## src/hw/teg_defs.vh

```
// register map, field positions and codes for the timer event and compare block
`ifndef TEG_DEFS_VH
`define TEG_DEFS_VH

`define TEG_OFF_IEN      8'h0C
`define TEG_OFF_STS      8'h10
`define TEG_OFF_EVT      8'h14
`define TEG_OFF_MODE     8'h18
`define TEG_OFF_CCEN     8'h20
`define TEG_OFF_CC1      8'h34
`define TEG_OFF_CC2      8'h38

`define TEG_BIT_UPD      0
`define TEG_BIT_CC1      1
`define TEG_BIT_TRG      6
`define TEG_BIT_OC1      9

`define TEG_MODE_RST     16'h0000
`define TEG_IEN_MASK     16'h0047
`define TEG_CCEN_MASK    16'h00BB
`define TEG_CCEN_STRIDE  4
`define TEG_MODE_STRIDE  8

`define TEG_DIR_OUT      2'b00
`define TEG_DIR_OWN      2'b01
`define TEG_DIR_OTHER    2'b10
`define TEG_DIR_ITRIG    2'b11

`define TEG_OC_FROZEN    3'b000
`define TEG_OC_SET       3'b001
`define TEG_OC_CLR       3'b010
`define TEG_OC_TOGGLE    3'b011
`define TEG_OC_FLOW      3'b100
`define TEG_OC_FHIGH     3'b101
`define TEG_OC_PWM1      3'b110
`define TEG_OC_PWM2      3'b111

`endif

```

## src/hw/teg_core.v

```verilog
// event generation, capture/compare mode and output reference logic of a 16-bit timer
`timescale 1ns/1ps
`include "teg_defs.vh"
module teg_core (
	// clock and reset
	input  wire        clk,
	input  wire        arst_n,
	// register port
	input  wire [7:0]  reg_addr,
	input  wire [15:0] reg_wdata,
	input  wire        reg_wr,
	input  wire        reg_rd,
	output reg  [15:0] reg_rdata,
	// counter side, same clock
	input  wire [15:0] counter_value,
	input  wire [15:0] auto_reload_value,
	input  wire        count_down,
	input  wire        update_in,
	input  wire        trigger_in,
	input  wire        slave_internal_sel,
	input  wire        internal_trigger_source,
	// pins, asynchronous
	input  wire        timer_input_one,
	input  wire        timer_input_two,
	input  wire        filtered_external_trigger,
	// counter control pulses
	output reg         update_event,
	output reg         prescaler_clear,
	output reg         counter_load,
	output reg  [15:0] counter_load_value,
	output reg         trigger_event,
	output reg         irq_req,
	// channel outputs, bit 0 is channel one
	output reg  [1:0]  chan_output_reference,
	output reg  [1:0]  chan_main_output,
	output reg  [1:0]  chan_complement_output
);

	function sel_level;
		input [1:0] dir;
		input       own;
		input       other;
		input       itrig;
		input       itsel;
		begin
			case (dir)
				`TEG_DIR_OWN:   sel_level = own;
				`TEG_DIR_OTHER: sel_level = other;
				`TEG_DIR_ITRIG: sel_level = itrig & itsel;
				default:        sel_level = 1'b0;
			endcase
		end
	endfunction

	// true while the pwm mode one level would be high, counting up or down
	function pwm_result;
		input        down;
		input [15:0] cnt;
		input [15:0] ccr;
		begin
			if (down)
				pwm_result = !(cnt > ccr);
			else
				pwm_result = (cnt < ccr);
		end
	endfunction

	// two-stage synchronisers for the pins; bit 0/1/2 = input one, two, external trigger
	reg  [2:0]  pin_s1_reg;
	reg  [2:0]  pin_s2_reg;
	reg  [15:0] mode_reg;
	reg  [15:0] ccen_reg;
	reg  [15:0] ien_reg;
	reg         upd_flag_reg;
	reg         trg_flag_reg;
	wire [1:0]  cc_flag;
	wire [1:0]  oc_flag;
	wire [1:0]  ref_now;
	wire [1:0]  pin_on;
	wire [1:0]  pin_pol;
	wire [1:0]  pin_npol;
	wire [15:0] ccr_pre0;
	wire [15:0] ccr_pre1;
	wire        etr_level;
	wire        evt_wr;
	wire        sts_wr;
	wire        upd_strobe;
	wire        trg_strobe;
	wire        upd_any;
	reg  [15:0] rdata_next;
	reg  [15:0] mode_next;

	always @(posedge clk or negedge arst_n) begin
		if (!arst_n) begin
			pin_s1_reg <= 3'h0;
			pin_s2_reg <= 3'h0;
		end else begin
			pin_s1_reg <= {filtered_external_trigger, timer_input_two, timer_input_one};
			pin_s2_reg <= pin_s1_reg;
		end
	end

	assign etr_level  = pin_s2_reg[2];
	assign evt_wr     = reg_wr && (reg_addr == `TEG_OFF_EVT);
	assign sts_wr     = reg_wr && (reg_addr == `TEG_OFF_STS);
	assign upd_strobe = evt_wr && reg_wdata[`TEG_BIT_UPD];
	assign trg_strobe = evt_wr && reg_wdata[`TEG_BIT_TRG];
	assign upd_any    = upd_strobe || update_in;

	always @* begin
		mode_next = reg_wdata;
		if (ccen_reg[0])
			mode_next[1:0] = mode_reg[1:0];
		if (ccen_reg[`TEG_CCEN_STRIDE])
			mode_next[9:8] = mode_reg[9:8];
	end

	always @(posedge clk or negedge arst_n) begin
		if (!arst_n) begin
			mode_reg <= `TEG_MODE_RST;
			ccen_reg <= 16'h0000;
			ien_reg  <= 16'h0000;
		end else if (reg_wr) begin
			if (reg_addr == `TEG_OFF_MODE)
				mode_reg <= mode_next;
			if (reg_addr == `TEG_OFF_CCEN)
				ccen_reg <= reg_wdata & `TEG_CCEN_MASK;
			if (reg_addr == `TEG_OFF_IEN)
				ien_reg <= reg_wdata & `TEG_IEN_MASK;
		end
	end

	// flags clear on a written zero; a set in the same cycle wins
	always @(posedge clk or negedge arst_n) begin
		if (!arst_n) begin
			upd_flag_reg <= 1'b0;
			trg_flag_reg <= 1'b0;
		end else begin
			upd_flag_reg <= upd_any
				|| (upd_flag_reg && !(sts_wr && !reg_wdata[`TEG_BIT_UPD]));
			trg_flag_reg <= trg_strobe || trigger_in
				|| (trg_flag_reg && !(sts_wr && !reg_wdata[`TEG_BIT_TRG]));
		end
	end

	always @(posedge clk or negedge arst_n) begin
		if (!arst_n) begin
			update_event       <= 1'b0;
			prescaler_clear    <= 1'b0;
			counter_load       <= 1'b0;
			counter_load_value <= 16'h0000;
			trigger_event      <= 1'b0;
			irq_req            <= 1'b0;
		end else begin
			update_event    <= upd_strobe;
			prescaler_clear <= upd_strobe;
			counter_load    <= upd_strobe;
			if (upd_strobe)
				counter_load_value <= count_down ? auto_reload_value : 16'h0000;
			trigger_event <= trg_strobe;
			irq_req <= (upd_flag_reg && ien_reg[`TEG_BIT_UPD])
				|| (trg_flag_reg && ien_reg[`TEG_BIT_TRG])
				|| (|(cc_flag & ien_reg[`TEG_BIT_CC1 +: 2]));
		end
	end

	genvar i;
	generate
		for (i = 0; i < 2; i = i + 1) begin : ch
			wire [1:0]  dir  = mode_reg[`TEG_MODE_STRIDE*i +: 2];
			wire        fen  = mode_reg[`TEG_MODE_STRIDE*i + 2];
			wire        pen  = mode_reg[`TEG_MODE_STRIDE*i + 3];
			wire [2:0]  md   = mode_reg[`TEG_MODE_STRIDE*i + 4 +: 3];
			wire        cen  = mode_reg[`TEG_MODE_STRIDE*i + 7];
			wire        on   = ccen_reg[`TEG_CCEN_STRIDE*i];
			wire        pol  = ccen_reg[`TEG_CCEN_STRIDE*i + 1];
			wire        npol = ccen_reg[`TEG_CCEN_STRIDE*i + 3];
			wire [7:0]  off  = (i == 0) ? `TEG_OFF_CC1 : `TEG_OFF_CC2;
			wire        is_out = (dir == `TEG_DIR_OUT);
			wire        lvl  = sel_level(dir, pin_s2_reg[i], pin_s2_reg[1-i],
				internal_trigger_source, slave_internal_sel);
			wire        strobe = evt_wr && reg_wdata[`TEG_BIT_CC1 + i];
			wire        wr_cc  = reg_wr && (reg_addr == off);
			wire        rd_cc  = reg_rd && (reg_addr == off) && !is_out;
			reg         lvl_prev_reg;
			reg  [15:0] pre_reg;
			reg  [15:0] act_reg;
			reg         flag_reg;
			reg         oc_reg;
			reg         ref_reg;
			reg         res_prev_reg;
			reg  [2:0]  md_prev_reg;
			reg         ref_next;
			wire        cap_edge = lvl && !lvl_prev_reg;
			wire        cap   = !is_out && (strobe || cap_edge);
			wire        match = is_out && (act_reg == counter_value);
			wire        res   = pwm_result(count_down, counter_value, act_reg);
			wire        pwm_lvl = (md == `TEG_OC_PWM1) ? res : !res;

			assign cc_flag[i] = flag_reg;
			assign oc_flag[i] = oc_reg;
			assign ref_now[i] = ref_reg;
			assign pin_on[i]   = on;
			assign pin_pol[i]  = pol;
			assign pin_npol[i] = npol;

			always @* begin
				ref_next = ref_reg;
				if (cen && etr_level)
					ref_next = 1'b0;
				else begin
					case (md)
						`TEG_OC_FROZEN: ref_next = ref_reg;
						`TEG_OC_SET:    ref_next = match ? 1'b1 : ref_reg;
						`TEG_OC_CLR:    ref_next = match ? 1'b0 : ref_reg;
						`TEG_OC_TOGGLE: ref_next = match ? !ref_reg : ref_reg;
						`TEG_OC_FLOW:   ref_next = 1'b0;
						`TEG_OC_FHIGH:  ref_next = 1'b1;
						default: begin
							if (fen && trigger_in)
								ref_next = (md == `TEG_OC_PWM2);
							else if (res != res_prev_reg || md_prev_reg == `TEG_OC_FROZEN)
								ref_next = pwm_lvl;
						end
					endcase
				end
			end

			always @(posedge clk or negedge arst_n) begin
				if (!arst_n) begin
					lvl_prev_reg <= 1'b0;
					pre_reg      <= 16'h0000;
					act_reg      <= 16'h0000;
					flag_reg     <= 1'b0;
					oc_reg       <= 1'b0;
					ref_reg      <= 1'b0;
					res_prev_reg <= 1'b0;
					md_prev_reg  <= `TEG_OC_FROZEN;
				end else begin
					lvl_prev_reg <= lvl;
					res_prev_reg <= res;
					md_prev_reg  <= md;
					ref_reg      <= is_out ? ref_next : 1'b0;
					if (cap)
						pre_reg <= counter_value;
					else if (wr_cc)
						pre_reg <= reg_wdata;
					if (cap)
						act_reg <= counter_value;
					else if (wr_cc && !pen)
						act_reg <= reg_wdata;
					else if (upd_any && pen)
						act_reg <= pre_reg;
					flag_reg <= cap || (is_out && (strobe || match))
						|| (flag_reg && !(sts_wr && !reg_wdata[`TEG_BIT_CC1 + i]) && !rd_cc);
					oc_reg <= (cap && flag_reg)
						|| (oc_reg && !(sts_wr && !reg_wdata[`TEG_BIT_OC1 + i]));
				end
			end

		end
	endgenerate

	// polarity on pins; one process owns every bit of each output vector
	always @(posedge clk or negedge arst_n) begin
		if (!arst_n) begin
			chan_output_reference  <= 2'b00;
			chan_main_output       <= 2'b00;
			chan_complement_output <= 2'b00;
		end else begin
			chan_output_reference  <= ref_now;
			chan_main_output       <= pin_on & (ref_now ^ pin_pol);
			chan_complement_output <= pin_on & (~ref_now ^ pin_npol);
		end
	end

	// software always sees the preload copy; it equals the active value with preload off
	assign ccr_pre0 = ch[0].pre_reg;
	assign ccr_pre1 = ch[1].pre_reg;

	always @* begin
		case (reg_addr)
			`TEG_OFF_IEN:  rdata_next = ien_reg;
			`TEG_OFF_STS:  rdata_next = {5'h00, oc_flag, 2'h0, trg_flag_reg, 3'h0, cc_flag, upd_flag_reg};
			`TEG_OFF_MODE: rdata_next = mode_reg;
			`TEG_OFF_CCEN: rdata_next = ccen_reg;
			`TEG_OFF_CC1:  rdata_next = ccr_pre0;
			`TEG_OFF_CC2:  rdata_next = ccr_pre1;
			// event register is write-only; unmapped reads return zero
			default:       rdata_next = 16'h0000;
		endcase
	end

	always @(posedge clk or negedge arst_n) begin
		if (!arst_n)
			reg_rdata <= 16'h0000;
		else if (reg_rd)
			reg_rdata <= rdata_next;
		else
			reg_rdata <= 16'h0000;
	end

endmodule // teg_core

```

## config.mk

```make
export PLATFORM = sky130hd
export DESIGN_NAME = teg_core
export DESIGN_NICKNAME = d
export VERILOG_FILES = /design/src/hw/teg_core.v
export VERILOG_INCLUDE_DIRS = /design/src /design/src/hw
export SDC_FILE = /design/constraint.sdc
export NUM_CORES = 1
export LEC_CHECK = 0
export BUFFER_PORTS_ARGS = -buffer_cell sky130_fd_sc_hd__buf_2
export CORE_UTILIZATION = 60
export CTS_BUF_LIST = sky130_fd_sc_hd__clkbuf_8
export DETAILED_ROUTE_END_ITERATION = 12
export PLACE_DENSITY = 0.81
export SLEW_MARGIN = 10
export SYNTH_ARGS = -nofsm -noshare
export SYNTH_HDL_FRONTEND = slang
export SYNTH_SLANG_ARGS = --single-unit
```

## constraint.sdc

```tcl
create_clock -name clk -period 2.6 [get_ports clk]
set_input_delay 0.26 -clock clk [delete_from_list [all_inputs] [get_ports clk]]
set_output_delay 0.26 -clock clk [all_outputs]
set_load 0.01 [all_outputs]
```

==> summary.md, run 1 <==
| Metric | Value |
|---|---|
| Reg2Reg Setup Slack | `160 ps` |
| Pwr dens | `between 700 and 800 nW/um2` |
| Synth Flop Type | `dfrtp_1` |
| Via density per instance | `between 6 and 7` |
| Post-Syn Area | `8250 um2` |
| Syn avg cell area | `9.12 um2` |
| Fin. Hold Viols | `0` |
| CP Data Arrival Time | `2820 ps` |
| # rows | `42` |
| Core area | `13,300 um2` |
| Tmin final | `2440 ps` |
| Die Y-Extent | `119 um` |
| Drt drc | `0` |
| Initial Utilization | `between 60% and 70%` |
| Setup ws final | `roughly 160 ps` |
| Sw Share | `around 36%` |
| Filler cells | `1,034` |
| # port buffers | `110` |
| CTS buffer count | `17` |
| Detail Placement HPWL | `~17,000 um` |
| DR iter-0 viols | `721` |
| GRT Total Usage | `34.6%` |
| Most frequent cell after synthesis | `nand2_1` |
| Total setup buffers inserted after CTS | `0` |
| Crit path max fanout | `22` |
| Synth Register Bits | `roughly 160` |
| Post-synth EDFFs | `0` |
| Root Driver | `clkbuf_8` |
| Int Pwr | `4770 uW` |
| Synth area leaders | `dfrtp_1, nand2_1, ha_1` |
| Net Switching | `2710 uW` |
| Final WL | `23,300 um` |
| Fraction of registers with async set/reset | `100%` |
| Gate Count Post-Synth | `around 910` |
| Vias in the first global route | `slightly below 7,000` |
| N_diodes | `0` |
| Worst-Margin Slew | `708 ps` |
| IO Pins | `111` |
| Power share of the sequential group | `47.2%` |
| TritonCTS clock tree | `built` |
| Initial antenna violation count | `0` |
| Routed Antenna Nets | `0` |
| Hold Crit Depth | `3` |
| Post-synth top cells | `nand2_1, dfrtp_1, nor2_1` |
| First-pass GRT wire length | `37,200 um` |
| Hold wc startpoint | `auto_reload_value[8]` |
| Net count, final | `roughly 1,100` |
| Die Span X | `119 um` |
| R2r worst-path depth | `7` |
| Clk pwr share | `24.4%` |
| Worst r2r dst | `ch[1].act_reg[10]` |
| Max_cap viols | `0` |
| Hold Crit Endpoint | `counter_load_value[8]` |
| Setup WS pre-CTS | `172 ps` |
| Clk Latency, worst-skew pair | `480 ps` |
| Leading area contributor after synthesis | `dfrtp_1` |
| Final setup fails | `0` |
| Fin crit share | `93.8%` |
| Max FFs per register | `32` |
| Seq/Total Area, Yosys | `47.0%` |
| Routed wire per std cell | `19.2 um` |
| GP Congestion | `0.931` |
| CTS Buffer Depth | `2` |
| Max-slew headroom | `52.8%` |
| Reg-to-reg startpoint | `mode_reg[8]` |
| Layout cells sized above 1 | `22.0%` |
| Fmax | `410 MHz` |
| Area Overhead vs Synth | `15.6%` |
| Yosys top cell area share | `a little under half` |
| DRT Pass-1 Iters | `5` |
| Largest net degree at the start of global routing | `between 50 and 60` |
| Startpoint Class | `flop` |
| Distinct cells, synth | `64` |
| YS warnings | `0` |
| Die area | `14,200 um2` |
| P_leak | `about 0.0048 uW` |
| Crit Path Category | `reg2reg` |
| Combinational Power Share | `between 20 and 30%` |
| CP Capture Type | `flop` |
| DR vias | `7,449` |
| Clk sinks | `155` |
| Final Slew Violations | `0` |
| WP data required | `2980 ps` |
| VDD IR max | `531 uV` |
| Clock slew at reported path FFs | `around 90 ps` |
| Gr ovfl total | `0` |
| Outcome | `finished clean` |
| Post-route setup TNS | `0 ps` |
| Syn Nets | `1,005` |
| Clock skew | `14.3 ps` |
| Clock H-tree levels | `4` |
| Min-Delay Path Class | `in2reg` |
| RSZ-0062 raised after global routing | `no` |
==> repair_timing <==
action | 4_1_cts | 5_1_grt
endpoints found under the hold margin | 51 | 0
hold buffers | 5 | 0
setup endpoints to repair | 0 | 7
gates resized for setup | 0 | 3
==> area by class of cell <==
cell class | count | area, um2 | share of cell area, %
Multi-Input combinational cell | 659 | 4010 | 42.0
Tap cell | 176 | 220 | 2.31
Clock inverter | 15 | 160 | 1.68
Inverter | 38 | 143 | 1.49
Clock buffer | 17 | 234 | 2.45
Timing Repair Buffer | 151 | 902 | 9.45
Sequential cell | 155 | 3880 | 40.6
==> layout by cell type (no fill, tap or decap), types with 32 or more instances in the layout <==
cell type,Yosys,final
nand2_1,206,206
dfrtp_1,155,155
buf_2,17,109
nor2_1,75,73
o21ai_0,48,48
inv_1,38,38
a31oi_1,35,35
and3_1,34,34
buf_4,7,34
o31ai_1,32,32
ha_1,32,32
==> power groups by stage <==
| stage | combinational [uW] | clock, uW | sequential, uW |
|---|---|---|---|
| detailed placement | 2060 | 0 | 3540 |
| finish | 2130 | 1820 | 3530 |
| floorplan | 1530 | 0 | 3330 |
| global route | 2400 | 1940 | 3600 |
| CTS | 2100 | 1830 | 3500 |
| global placement | 1980 | 0 | 3530 |
==> per-layer routing <==
layer / track usage (%) / wire (um) / vias up
met1: 48.6 / 9630 / 3485
li1: - / - / 3408
met3: 8.76 / 2720 / 85
met5: 0 / 0 / -
met2: 50.4 / 10000 / 471
met4: 16.4 / 908 / 0
==> critical path: stages (launching register included) <==
cell and delay, ps:
dfrtp_1 480, and3_2 250, o21ai_0 220, a21oi_1 170
a2111oi_4 660, buf_4 380, nand2_1 100, o31ai_1 80
==> metrics by stage <==
stage | cells | power, uW | hold WS (ps) | cell area (um2) | utilization (%)
global route | 1211 | 7940 | 18.1 | 9540 | 71.5
global placement | 1174 | 5510 | 221 | 9080 | 68.0
CTS | 1211 | 7420 | 13.0 | 9530 | 71.4
floorplan | 905 | 4870 | -35.6 | 8250 | -
detailed placement | 1174 | 5600 | 224 | 9080 | 68.0
finish | 1211 | 7480 | 25.3 | 9540 | 71.5
==> how the worst max path moves through the flow <==
| stage | slack (ps) | to | start |
|---|---|---|---|
| after detailed placement | 170 | ch[1].act_reg[10] | reg_wr |
| final | 160 | ch[1].act_reg[10] | mode_reg[8] |
| after global placement | 250 | ch[1].act_reg[13] | reg_wr |
| after global routing | 80 | ch[1].ref_reg | ch[1].act_reg[15] |
| after floorplan | 300 | ch[1].ref_reg | ch[1].act_reg[15] |
| after CTS | 200 | ch[0].act_reg[0] | mode_reg[0] |
==> cells by family (layout without fill, tap and decap cells) <==
group                      Yosys count  count (layout)  share of synthesized area [%]
muxes                               44              44                           5.85
xor gates and xnor gates             4               4                          0.425
AOI/OAI and AO/OA                  194             194                           15.9
and+or+nand+nor                    385             385                           21.2
buffers and inverters               91             221                           4.81
adders and majority gates           32              32                           4.85
DFF                                155             155                           47.0
No activity file was read; power rests on OpenSTA's default activity.
==> run 2, diff against run 1 <==
--- a/config.mk
+++ b/config.mk
@@ -8,8 +8,9 @@
 export LEC_CHECK = 0
 export BUFFER_PORTS_ARGS = -buffer_cell sky130_fd_sc_hd__buf_2
 export CORE_UTILIZATION = 60
-export CTS_BUF_LIST = sky130_fd_sc_hd__clkbuf_8
+export CTS_BUF_LIST = sky130_fd_sc_hd__clkbuf_2
 export DETAILED_ROUTE_END_ITERATION = 12
+export MAX_ROUTING_LAYER = met4
 export PLACE_DENSITY = 0.81
 export SLEW_MARGIN = 10
 export SYNTH_ARGS = -nofsm -noshare
==> run 2 against run 1 <==
Net effect: clock power is 25% lower; via count is 7.8% higher; maximum frequency is 1.1% lower; final area is 7.2% higher; hold slack better by 28 ps; die area stayed put; register-to-register slack worse by 30 ps; combinational power is 11% higher; critical path depth is 2 higher; clock skew is 30 ps higher; sequential cell count stayed put; sequential share of layout area is 2.7 points lower; largest cell class unchanged.
==> summary.md, run 2 (synthesis gave the netlist of run 1 again) <==
| Metric | Value |
|---|---|
| Outcome | `finished clean` |
| # rows | `42 (unchanged)` |
| Most common cell after layout, fill and taps aside | `nand2_1` |
| Via density per instance | `6.21 (+0.91%)` |
| Clock H-tree levels | `4 (unchanged)` |
| P_leak | `0.00502 uW (+5.5%)` |
| CP Data Arrival Time | `3080 ps (+260 ps)` |
| Most frequent cells in the layout | `nand2_1, dfrtp_1, buf_2` |
| RSZ-0062 raised after global routing | `no` |
| Die area | `14,200 um2 (unchanged)` |
| Fmax | `406 MHz (-1.1%)` |
| IO Pins | `111 (unchanged)` |
| First-pass GRT wire length | `41,000 um (+10%)` |
| GP Congestion | `0.980 (+5.3%)` |
| Die Y-Extent | `119 um (unchanged)` |
| # port buffers | `110 (unchanged)` |
| TritonCTS clock tree | `built` |
| Die Span X | `119 um (unchanged)` |
| Worst-Margin Slew | `868 ps (+160 ps)` |
| Core area | `13,300 um2 (unchanged)` |
| Fin. Hold Viols | `0 (unchanged)` |
| Clock skew | `43.8 ps (+29.6 ps)` |
| Area Overhead vs Synth | `23.9%` |
| Net count, final | `1,204 (+7.3%)` |
| Clk sinks | `155 (unchanged)` |
| Layout cells sized above 1 | `20.3% (-1.7 points)` |
| Initial Utilization | `61.8% (unchanged)` |
| DR vias | `8,032 (+7.8%)` |
| Clk Latency, worst-skew pair | `730 ps (+250 ps)` |
| Final Slew Violations | `0 (unchanged)` |
| Detail Placement HPWL | `17,000 um (+0.96%)` |
| Final instance area | `10,200 um2 (+7.2%)` |
| Multi-input gate area | `4000 um2 (-0.19%)` |
| Fin crit share | `94.8% (+1.0 points)` |
| Reg area | `3880 um2 (unchanged)` |
| Startpoint Class | `flop` |
| Max-slew headroom | `42.1% (-11 points)` |
| CP Capture Type | `flop` |
| DRT Pass-1 Iters | `7 (+2)` |
| Crit path max fanout | `6 (-73%)` |
| Min-Delay Path Class | `in2reg` |
| GRT Total Usage | `39.1% (+4.5 points)` |
| VDD IR max | `389 uV (-27%)` |
| Drt drc | `0 (unchanged)` |
| CTS buffer count | `17 (unchanged)` |
| Clock slew at reported path FFs | `220 ps (+130 ps)` |
| CTS Buffer Depth | `2 (unchanged)` |
| Routed Antenna Nets | `0 (unchanged)` |
| Root Driver | `clkbuf_2` |
| Pwr dens | `712 nW/um2 (-9.1%)` |
| Dpl cell area | `9110 um2 (+0.36%)` |
| Vias in the first global route | `7,773 (+12%)` |
| Initial antenna violation count | `1 (+1)` |
| Crit Path Category | `reg2reg` |
| WP data required | `3220 ps (+240 ps)` |
| Routed wire per std cell | `20.1 um (+4.5%)` |
| Filler cells | `911 (-12%)` |
| Post-route setup TNS | `0 ps (unchanged)` |
| DR iter-0 viols | `972 (+35%)` |
| Final setup fails | `0 (unchanged)` |
| Tmin final | `2470 ps (+26.2 ps)` |
| Max_cap viols | `0 (unchanged)` |
| Final WL | `26,000 um (+12%)` |
| Max FFs per register | `32 (unchanged)` |
| Gr ovfl total | `0 (unchanged)` |
| Total setup buffers inserted after CTS | `0 (unchanged)` |
| Largest net degree at the start of global routing | `69 (+19%)` |
run 2: stage by stage:
| stage | power (uW) | cells | worst slack [ps] | util, % | hold slack [ps] |
|---|---|---|---|---|---|
| after global routing | 7720 | 1294 | 15.2 | 76.6 | 24.8 |
| after CTS | 7150 | 1293 | 39.8 | 76.5 | 10.6 |
| after floorplan | 4870 | 905 | 300 | - | -35.6 |
| after detailed placement | 5640 | 1175 | 144 | 68.3 | 319 |
| final | 7280 | 1294 | 135 | 76.6 | 53.7 |
| after global placement | 5520 | 1175 | 177 | 68.3 | 321 |
run 2: area by class of cell:
cell class,instances,area share (%)
clock buffers,19,0.930
diodes,1,0.0245
clock inverters,13,1.37
flip-flops and latches,155,37.9
repair buffers,233,17.1
inverters,38,1.39
multi-input cells,659,39.1
well taps,176,2.15
run 2: report_power, final:
group	internal (uW)	leakage [uW]	switching [uW]
Combinational	1140	0.00292	1220
Sequential	2990	0.00196	566
Clock	458	0.000146	903
Total	4590	0.00502	2690
run 2: repair_timing:
| action | CTS | global route |
|---|---|---|
| hold endpoints to repair | 261 | 0 |
| resized for setup | 0 | 5 |
| hold buffers | 86 | 0 |
| setup endpoints to repair | 0 | 11 |
run 2: critical path, cell delays in order (launching register included):
cell and delay, ps:
dfrtp_1 420, inv_1 60, ha_1 290, nand4_1 240
nor4_1 380, buf_4 220, and2_2 160, a31oi_1 60
o211ai_2 220, mux2_4 320
run 2: worst paths after layout:
kind,from,end,slack [ps],cells past startpoint
max in group asynchronous,arst_n,ch[1].act_reg[3],1780,3
min in group asynchronous,arst_n,reg_rdata[12],70,2
worst max-delay path,ch[1].act_reg[13],ch[1].ref_reg,130,9
worst max register to register,ch[1].act_reg[13],ch[1].ref_reg,130,9
worst min-delay path,reg_addr[5],mode_reg[3],50,4
worst min register to register,pin_s1_reg[0],pin_s2_reg[0],380,0
run 2: layer usage:
metal | vias up | global-route usage (%) | wire, um
met3 | 97 | 8.96 | 3130
li1 | 3563 | - | -
met5 | - | - | 0
met1 | 3797 | 50.2 | 10100
met4 | 0 | 17.1 | 937
met2 | 575 | 59.7 | 11900
==> run 3, diff against run 2 <==
--- a/config.mk
+++ b/config.mk
@@ -7,11 +7,11 @@
 export NUM_CORES = 1
 export LEC_CHECK = 0
 export BUFFER_PORTS_ARGS = -buffer_cell sky130_fd_sc_hd__buf_2
-export CORE_UTILIZATION = 60
-export CTS_BUF_LIST = sky130_fd_sc_hd__clkbuf_2
+export CORE_UTILIZATION = 58
+export CTS_BUF_LIST = sky130_fd_sc_hd__clkbuf_4 sky130_fd_sc_hd__clkbuf_8 sky130_fd_sc_hd__clkbuf_16
 export DETAILED_ROUTE_END_ITERATION = 12
 export MAX_ROUTING_LAYER = met4
-export PLACE_DENSITY = 0.81
+export PLACE_DENSITY = 0.78
 export SLEW_MARGIN = 10
 export SYNTH_ARGS = -nofsm -noshare
 export SYNTH_HDL_FRONTEND = slang
==> run 3 against run 2 <==
Net effect: maximum frequency rose by 0.73%; first-iteration DRC count is 25% lower; non-clock buffer count decreased by 88; clock-buffer cell count decreased by 1; die area rose by 3.4%; clock skew decreased by 37 ps; global-route usage shrank 4.4 points; utilization fell by 6.5 points.
==> summary.md, run 3 (synthesis gave the netlist of run 1 again) <==
| Metric | Value |
|---|---|
| IO Pins | `111 (unchanged)` |
| Hold wc startpoint | `update_in` |
| # port buffers | `110 (unchanged)` |
| Final Slew Violations | `0 (unchanged)` |
| GRT Total Usage | `34.7% (-4.4 points)` |
| Max incr delay on CP | `500 ps (+80 ps)` |
| Tmin final | `2450 ps (-17.9 ps)` |
| GP Congestion | `0.942 (-3.8%)` |
| Pwr dens | `845 nW/um2 (+19%)` |
| DR vias | `7,283 (-9.3%)` |
| Initial Utilization | `59.5% (-2.4 points)` |
| Combinational Power Share | `25.5% (-7.0 points)` |
| R2r worst-path depth | `8 (-1)` |
| Max-slew headroom | `42.4% (+0.31 points)` |
| VDD IR max | `547 uV (+41%)` |
| Worst-Margin Slew | `862 ps (-5.75 ps)` |
| DR iter-0 viols | `725 (-25%)` |
| Fin crit share | `94.1% (-0.69 points)` |
| CP Launch Point | `ch[1].act_reg[14]` |
| Drt drc | `0 (unchanged)` |
| # rows | `43 (+2.4%)` |
| Gr ovfl total | `0 (unchanged)` |
| RSZ-0062 raised after global routing | `no` |
| Reg-to-reg startpoint | `ch[1].act_reg[14]` |
| Crit path max fanout | `5 (-1)` |
| Most frequent cells in the layout | `nand2_1, dfrtp_1, buf_2` |
| Core area | `13,900 um2 (+4.0%)` |
| Power share of the sequential group | `42.8% (-6.1 points)` |
| Routed Antenna Nets | `0 (unchanged)` |
| Critical path buffers and inverters | `1 (-1)` |
| Largest net degree at the start of global routing | `63 (-8.7%)` |
| Clock H-tree levels | `4 (unchanged)` |
| Critical path depth in cells | `8 (-1)` |
| CTS buffer count | `17 (unchanged)` |
| Clk Latency, worst-skew pair | `430 ps (-300 ps)` |
| Int Pwr | `5530 uW (+20%)` |
| Fin. Hold Viols | `0 (unchanged)` |
| Clk sinks | `155 (unchanged)` |
| Sw Share | `32.7% (-4.2 points)` |
| Most common cell after layout, fill and taps aside | `nand2_1` |
| Min-Delay Path Class | `in2reg` |
| CP Capture Type | `flop` |
| Net count, final | `1,116 (-7.3%)` |
| Final instance area | `9730 um2 (-4.8%)` |
| Area Overhead vs Synth | `17.9%` |
| CP Cell Sequence | `inv_1, ha_1, nand4_1, nor3_1, a211oi_1, a31oi_1, o211ai_2, mux2_4` |
| Clk pwr share | `31.7% (+13 points)` |
| Hold Crit Depth | `2 (-2)` |
| Total setup buffers inserted after CTS | `0 (unchanged)` |
| DRT Pass-1 Iters | `5 (-2)` |
| Vias in the first global route | `6,719 (-14%)` |
| Die Span X | `121 um (+1.7%)` |
| Startpoint Class | `flop` |
| Final WL | `23,400 um (-10%)` |
| Outcome | `finished clean` |
| Critical-path top delay cell | `a211oi_1` |
| Via density per instance | `6.02 (-3.0%)` |
| Max FFs per register | `32 (unchanged)` |
| Initial antenna violation count | `1 (unchanged)` |
| Net Switching | `2690 uW (+0.28%)` |
| Root Driver | `clkbuf_16` |
| Die Y-Extent | `121 um (+1.7%)` |
| Delay-heaviest family, CP | `compound AO/OA/AOI/OAI gates` |
| P_leak | `0.00483 uW (-3.8%)` |
| Fmax | `409 MHz (+0.73%)` |
| Routed wire per std cell | `19.3 um (-3.8%)` |
| Detail Placement HPWL | `16,900 um (-0.59%)` |
| Clock slew at reported path FFs | `70 ps (-150 ps)` |
| First-pass GRT wire length | `36,600 um (-11%)` |
| WP data required | `2910 ps (-310 ps)` |
| Post-route setup TNS | `0 ps (unchanged)` |
| TritonCTS clock tree | `built` |
| Die area | `14,700 um2 (+3.4%)` |
| Layout cells sized above 1 | `21.6% (+1.3 points)` |
| Clock skew | `6.90 ps (-36.9 ps)` |
| CP Data Arrival Time | `2760 ps (-320 ps)` |
| Max_cap viols | `0 (unchanged)` |
| Crit Path Category | `reg2reg` |
| Dpl cell area | `9060 um2 (-0.58%)` |
| Final setup fails | `0 (unchanged)` |
| CTS Buffer Depth | `2 (unchanged)` |
run 3: cell count changes in the layout (fill, tap and decap cells not counted), sizes merged, moves of 2 or more:
cell / delta
buf: -6
clkinv: -3
clkinvlp: +2
dlygate4sd3: -82
run 3: layout make-up:
type                       instances  area [um2]
fill                            1081        4150
multi-input combinational        659        4000
sequential                       155        3880
timing repair buffer             145         867
clock buffer                      18         439
tap                              180         225
clock inverter                    14         184
inverter                          38         143
antenna                            1        2.50
run 3: routing by layer:
metal  vias to the layer above  routed length, um  global-route usage, %
met5                         -                  0                      -
met4                         0                700                   14.0
met3                        61               2240                   8.08
met2                       391              10600                   50.9
met1                      3435               9880                   46.7
li1                       3396                  -                      -
run 3: what timing repair did:
item / 4_1_cts / 5_1_grt
hold endpoints to repair: 61 / 0
gates resized for setup: 0 / 1
endpoints found under the setup margin: 0 / 1
hold buffers: 4 / 0
run 3: worst register-to-register path, stage by stage (launching register included):
cell,delay (ps)
dfrtp_1,360
inv_1,70
ha_1,280
nand4_1,240
nor3_1,100
a211oi_1,500
a31oi_1,220
o211ai_2,250
mux2_4,310
run 3: final timing paths:
path	slack, ps	to
worst min-delay path	80	upd_flag_reg
worst max register to register	150	ch[1].ref_reg
worst min register to register	350	pin_s2_reg[1]
worst max-delay path	150	ch[1].ref_reg
min in group asynchronous	390	ccr_pre0[14]
max in group asynchronous	1490	ch[0].lvl_prev_reg
run 3: power groups by stage:
stage | Clock [uW] | Combinational, uW | Sequential (uW)
after global routing | 2730 | 2390 | 3590
after CTS | 2630 | 2080 | 3500
after global placement | 0 | 2000 | 3530
after detailed placement | 0 | 2060 | 3540
final | 2610 | 2100 | 3520
after floorplan | 0 | 1530 | 3330
run 3: per-stage QoR:
stage | power, uW | hold slack [ps] | std cells | utilization [%] | worst slack (ps)
2_1_floorplan | 4870 | -35.6 | 905 | - | 300
3_3_place_gp | 5530 | 284 | 1173 | 65.3 | 238
3_5_place_dp | 5590 | 287 | 1173 | 65.3 | 206
4_1_cts | 8210 | 64.1 | 1209 | 70.1 | 206
5_1_grt | 8720 | 68.9 | 1210 | 70.1 | 8.94
6_report | 8230 | 81.8 | 1210 | 70.1 | 153
